`config.mk`:
```
export PLATFORM = sky130hd
export DESIGN_NAME = amr_readback
export DESIGN_NICKNAME = d
export VERILOG_FILES = /design/src/rtl/amr_pkg.sv /design/src/rtl/amr_readback.sv /design/src/rtl/amr_period_avg.sv
export VERILOG_INCLUDE_DIRS = /design/src /design/src/rtl
export SDC_FILE = /design/constraint.sdc
export NUM_CORES = 1
export LEC_CHECK = 0
export BUFFER_PORTS_ARGS = -buffer_cell sky130_fd_sc_hd__buf_4
export CORE_MARGIN = 4
export CORE_UTILIZATION = 58
export CTS_CLUSTER_DIAMETER = 40
export DETAILED_ROUTE_END_ITERATION = 10
export PLACE_DENSITY_LB_ADDON = 0.12
export SYNTH_ARGS = -nofsm -noshare
export SYNTH_HDL_FRONTEND = slang
export SYNTH_HIERARCHICAL = 1
export SYNTH_SLANG_ARGS = --single-unit
```
`constraint.sdc`:
```
create_clock -name i_clk_sys -period 6.5 [get_ports i_clk_sys]
set_input_delay 0.325 -clock i_clk_sys [delete_from_list [all_inputs] [get_ports i_clk_sys]]
set_output_delay 0.325 -clock i_clk_sys [all_outputs]
set_load 0.005 [all_outputs]
```
`src/rtl/amr_defs.svh`:
```
`ifndef AMR_DEFS_SVH
`define AMR_DEFS_SVH

// ----------------------------------------------------------------
// Register offsets
// ----------------------------------------------------------------
`define AMR_ADDR_IMPEDANCE 8'h03
`define AMR_ADDR_SUPPLY    8'h04
`define AMR_ADDR_PERIOD_HI 8'h05
`define AMR_ADDR_PERIOD_LO 8'h06

// ----------------------------------------------------------------
// Reset values
// ----------------------------------------------------------------
`define AMR_RST_BYTE   8'h00
`define AMR_RST_PERIOD 10'h000
`define AMR_RST_RSVD   6'h00

// ----------------------------------------------------------------
// Field positions
// ----------------------------------------------------------------
`define AMR_HI_MSB   9
`define AMR_HI_LSB   8
`define AMR_RSVD_MSB 7
`define AMR_RSVD_LSB 2

// ----------------------------------------------------------------
// Averaging and timing
// ----------------------------------------------------------------
`define AMR_AVG_DEPTH  4
`define AMR_AVG_SHIFT  2
`define AMR_PERIOD_LSB_US 24.39

`endif

```
`src/rtl/amr_pkg.sv`:
```
package amr_pkg;

  // ----------------------------------------------------------------
  // State of the readback bank
  // ----------------------------------------------------------------
  typedef struct packed {
    logic [7:0] impedance;  // Last diagnostics impedance
    logic [7:0] supply;     // Last supply sample
    logic [9:0] period;     // Reported resonance period
    logic [5:0] rsvd;       // Reserved bits of the high byte
    logic       lock;       // Period bytes frozen
    logic       play_prev;  // Playback level one cycle ago
    logic [7:0] rd_data;    // Registered read data
  } amr_state_t;

  // ----------------------------------------------------------------
  // State of the period averager
  // ----------------------------------------------------------------
  typedef struct packed {
    logic [3:0][9:0] taps;  // Last four periods, tap 0 newest
    logic [9:0]      result; // Averaged or last period
  } amr_avg_state_t;

endpackage

```
`src/rtl/amr_readback.sv`:
```
`include "amr_defs.svh"

module amr_readback (
  input  wire logic       i_clk_sys,
  input  wire logic       i_rst,
  input  wire logic       i_rd_en,
  input  wire logic [7:0] i_rd_addr,
  input  wire logic       i_wr_en,
  input  wire logic [7:0] i_wr_addr,
  input  wire logic [7:0] i_wr_data,
  input  wire logic       i_diag_done,
  input  wire logic [7:0] i_diag_impedance,
  input  wire logic [7:0] i_supply_sample,
  input  wire logic       i_playback_active,
  input  wire logic       i_braking,
  input  wire logic       i_period_valid,
  input  wire logic [9:0] i_period_meas,
  input  wire logic       i_period_averaging_disable,
  output logic      [7:0] o_rd_data,
  output logic            o_period_locked
);

  // ----------------------------------------------------------------
  // Declarations
  // ----------------------------------------------------------------
  amr_pkg::amr_state_t s_q;        // Registered state
  amr_pkg::amr_state_t s_d;        // Next state
  logic [9:0]          avg_period; // Period from the averager
  logic                rd_hi;      // Read of the high period byte
  logic                rd_lo;      // Read of the low period byte
  logic                play_end;   // Waveform just finished
  logic                meas_ok;    // Period sample accepted

  // Read multiplexer over the four bytes
  function automatic logic [7:0] rd_mux(
    input logic [7:0]          addr,
    input amr_pkg::amr_state_t s
  );
    unique case (addr)
      `AMR_ADDR_IMPEDANCE: rd_mux = s.impedance;
      `AMR_ADDR_SUPPLY:    rd_mux = s.supply;
      `AMR_ADDR_PERIOD_HI: rd_mux = {s.rsvd,
                                     s.period[`AMR_HI_MSB:`AMR_HI_LSB]};
      `AMR_ADDR_PERIOD_LO: rd_mux = s.period[7:0];
      default:             rd_mux = `AMR_RST_BYTE;
    endcase
  endfunction

  // ----------------------------------------------------------------
  // Decode
  // ----------------------------------------------------------------
  assign rd_hi    = i_rd_en && (i_rd_addr == `AMR_ADDR_PERIOD_HI);
  assign rd_lo    = i_rd_en && (i_rd_addr == `AMR_ADDR_PERIOD_LO);
  assign play_end = s_q.play_prev && !i_playback_active;
  // Samples taken while braking are dropped
  assign meas_ok  = i_period_valid && !i_braking;

  assign o_rd_data       = s_q.rd_data;
  assign o_period_locked = s_q.lock;

  // ----------------------------------------------------------------
  // Period averager
  // ----------------------------------------------------------------
  // Input already counts 24.39 us units
  amr_period_avg u_avg (
    .i_clk_sys      (i_clk_sys),
    .i_rst          (i_rst),
    .i_sample_valid (meas_ok),
    .i_sample       (i_period_meas),
    .i_avg_disable  (i_period_averaging_disable),
    .o_period       (avg_period)
  );

  // ----------------------------------------------------------------
  // Next state
  // ----------------------------------------------------------------
  always_comb begin
    s_d           = s_q;
    s_d.play_prev = i_playback_active;
    // Capture impedance at the end of diagnostics
    if (i_diag_done) begin
      s_d.impedance = i_diag_impedance;
    end
    // Track supply only during playback
    if (i_playback_active) begin
      s_d.supply = i_supply_sample;
    end
    // Follow the averager unless frozen or being frozen now
    if (!s_q.lock && !rd_hi) begin
      s_d.period = avg_period;
    end
    // Freeze on high read; release on low read or waveform end
    if (rd_hi) begin
      s_d.lock = 1'b1;
    end else if (rd_lo) begin
      s_d.lock = 1'b0;
    end else if (play_end) begin
      s_d.lock = 1'b0;
    end
    // Reserved bits of the high byte are writable
    if (i_wr_en && (i_wr_addr == `AMR_ADDR_PERIOD_HI)) begin
      s_d.rsvd = i_wr_data[`AMR_RSVD_MSB:`AMR_RSVD_LSB];
    end
    // Read data is registered and held between reads
    if (i_rd_en) begin
      s_d.rd_data = rd_mux(i_rd_addr, s_q);
    end
  end

  // ----------------------------------------------------------------
  // State register
  // ----------------------------------------------------------------
  always_ff @(posedge i_clk_sys or posedge i_rst) begin
    if (i_rst) begin
      s_q <= '0;
    end else begin
      s_q <= s_d;
    end
  end
endmodule

```
`src/rtl/amr_period_avg.sv`:
```
`include "amr_defs.svh"

module amr_period_avg (
  input  wire logic       i_clk_sys,
  input  wire logic       i_rst,
  input  wire logic       i_sample_valid,
  input  wire logic [9:0] i_sample,
  input  wire logic       i_avg_disable,
  output logic      [9:0] o_period
);

  amr_pkg::amr_avg_state_t s_q;   // Registered state
  amr_pkg::amr_avg_state_t s_d;   // Next state
  logic [11:0]             sum_w; // Sum of the four taps

  // Sum of four ten-bit taps without overflow
  function automatic logic [11:0] sum4(input logic [3:0][9:0] t);
    sum4 = {2'h0, t[0]} + {2'h0, t[1]} + {2'h0, t[2]} + {2'h0, t[3]};
  endfunction

  assign sum_w    = sum4(s_q.taps);
  assign o_period = s_q.result;

  // ----------------------------------------------------------------
  // Next state
  // ----------------------------------------------------------------
  always_comb begin
    s_d = s_q;
    // Shift in a new period, taps start from zero
    if (i_sample_valid) begin
      s_d.taps = {s_q.taps[2:0], i_sample};
    end
    // Select last period or four-period mean
    if (i_avg_disable) begin
      s_d.result = s_q.taps[0];
    end else begin
      s_d.result = sum_w[`AMR_AVG_SHIFT +: 10];
    end
  end

  // ----------------------------------------------------------------
  // State register
  // ----------------------------------------------------------------
  always_ff @(posedge i_clk_sys or posedge i_rst) begin
    if (i_rst) begin
      s_q <= '0;
    end else begin
      s_q <= s_d;
    end
  end
endmodule

```
==> out/metrics.yaml <==
vias: 3262
busiest_layer: "met2"
cts_setup_buffers: 0
hp-class: "in -> async"
min_period_ns: 3.47
design.core.area_mm2: 0.00830
endpoint_kind: "register"
yosysUniqueCellTypes: 53
die_h_um: 101
period_share_pct: 53.4
regArea_mm2: 0.00230
drcViolationCount: 0
grt_start_max_net_pins: 80
synthTopCellsByCount: "92 x dfrtp_1, 71 x inv_1, 54 x nand2_1"
power.total_mw: 1.87
ir_worst_vdd_uv: 231
grt_overflow_total: 0
antenna_cells: 0
antenna_left: 0
fin_skew_ns: 0.0130
clockBufferDepth: 2
synth_edf_count: 0
path_buf_inv: 1
required_ns: 6.75
dr.pass1.iters: 4
crit_family: "adder cells"
dpl.hpwl_um: 6750
cp.depth: 10
cts_tree: "yes"
cpMaxStageDelayCell: "fa_1"
grt_util_met2_pct: 30.3
fin_nets: 590
async_flop_share_pct: 100
numCtsBuffers: 9
ys_ff_latch: 92
tightest_slew_ns: 1.02
fmax_mhz: 288
synth_nets: 548
start_util_pct: 60.0
cp.arrival_ns: 3.72
fp.dieArea_mm2: 0.0101
viasPerCell: 5.34
grt_first_pass_wirelength_um: 15300
portBuffers: 65
timing.critical_path.mode_cell: "fa_1"
die_w_um: 101
rsz0062_at_grt: "no"
setup_viol_count_final: 0
syn_area_mm2: 0.00498
cts_sinks: 92
antenna_found_initial: 0
hold_buffers: 0
clk_pin_slew_ns: 0.09
cp_cell_sequence: "inv_1 > fa_1 > fa_1 > or3b_4 > fa_1 > nand2b_1 > a21oi_1 > o211ai_1 > mux2_1 > a221oi_1"
slew_violations: 0
critical_path.max_fanout: 3
num_rows: 33
cts.htree.levels: 3
fillers: 660
synth.top_cell.area_share_pct: 46.2
grt_usage_pct: 19.1
slew-limit-headroom_pct: 31.8
clk_latency_ns: 0.36
gp_congestion: 0.776
syn_avg_cell_area_um2: 10.8
synth-main-ff-cell: "dfrtp_1"
yosys.area.top_type: "dfrtp_1"
drt-total-wl_um: 9010
synthCells: 460
yosys-top-cells-area: "dfrtp_1 46%, fa_1 8.0%, mux2_2 7.0%"
cap_violations: 0
syn_to_final_growth_pct: 11.7
critical_path_class: "reg -> reg"
design.portCount: 68
critPathMaxStageDelay_ns: 0.56
outcome: "complete, no violations"
grt_util_met3_pct: 3.25
grt_pass1_vias: 3248
grtUsageMet1_pct: 27.2
tns_ns: 0
post_route_cells_drive_above_1_share_pct: 26.9
ctsResizeCount: 0
multi_input_area_mm2: 0.00219
rr_worst_depth: 10
p_leak_nw: 2.63
synth_most_common_cell: "dfrtp_1"
initialDrtViolationCount: 155
wire_per_inst_um: 14.7
cts-root-buf: "clkbuf_8"
start_kind: "register"
hold_violations: 0
ys.warnings.count: 6
powerDensity_mw_per_mm2: 337
synth_seq_area_share_pct: 46.2
-- state kept, by name (all words and copies together) (netlist names) --
signal	flops
u_avg/s_q	40
s_q	33
u_avg/o_period	10
o_rd_data	8
o_period_locked	1
-- worst reg2reg max path: stages (launching register included) --
cell and delay [ns]:
dfrtp_1 0.39, inv_1 0.08, fa_1 0.56, fa_1 0.41, or3b_4 0.42, fa_1 0.40, nand2b_1 0.18, a21oi_1 0.26
o211ai_1 0.13, mux2_1 0.32, a221oi_1 0.22
-- power breakdown --
group / internal, mW / leakage [nW] / switching, mW
clock network: 0.137 / 0.0775 / 0.204
registers: 0.692 / 1.14 / 0.0562
logic: 0.360 / 1.41 / 0.424
total: 1.19 / 2.63 / 0.684
-- per-layer routing --
metal / routed length [um] / share of wire, % / vias up
met5: 0 / 0 / -
met4: 106 / 1.2 / 0
met3: 382 / 4.2 / 11
met2: 4420 / 49 / 61
met1: 4100 / 45 / 1596
li1: - / - / 1594
-- cell type report --
cell class                      instances  area share, %
Timing Repair Buffer                   67           9.04
Multi-Input combinational cell        261           39.5
Clock inverter                          6          0.742
Inverter                               71           4.79
Clock buffer                            9           2.23
Tap cell                              105           2.36
Sequential cell                        92           41.4
-- cells by family after synthesis --
| kind of cell | count (synthesis) | share of synthesized area, % |
|---|---|---|
| adders and majority gates | 29 | 10.3 |
| and+or+nand+nor | 100 | 12.0 |
| xor gates and xnor gates | 5 | 0.880 |
| buffers and inverters | 107 | 9.85 |
| AOI/OAI and AO/OA | 91 | 12.6 |
| DFF | 92 | 46.2 |
| muxes | 36 | 8.09 |
-- placed cells by master, fill, tap and decap left out, drive strengths merged, types with 3 or more instances in the layout --
master	n
a21oi	9
nand4b	10
fa	20
mux2	34
nor2b	3
dfrtp	92
inv	72
and2b	7
a21o	4
xor2	3
nand2	54
nand2b	5
clkinvlp	3
o221ai	7
clkbuf	9
buf	67
a221o	7
ha	9
nor2	5
o21ai	47
-- worst paths after layout --
check	to	start	slack, ns
max in group asynchronous	u_avg/s_q[11]	i_rst	5.64
hold reg to reg	s_q[23]	u_avg/o_period[7]	0.47
hold / removal	s_q[39]	i_rst	0.11
setup / recovery	u_avg/o_period[7]	u_avg/s_q[11]	3.03
setup reg to reg	u_avg/o_period[7]	u_avg/s_q[11]	3.03
min in group i_clk_sys	s_q[13]	i_wr_data[5]	0.17
-- metrics by stage --
step,util (%),hold WS [ns],std cells,cell area [um^2],setup slack (ns)
floorplan,-,0.356,460,4980,3.29
global placement,65.0,0.451,596,5400,3.09
detailed placement,65.0,0.456,596,5400,3.06
CTS,67.0,0.116,611,5560,3.03
global route,67.0,0.145,611,5560,2.87
finish,67.0,0.112,611,5560,3.03
No activity file was read; power rests on OpenSTA's default activity.
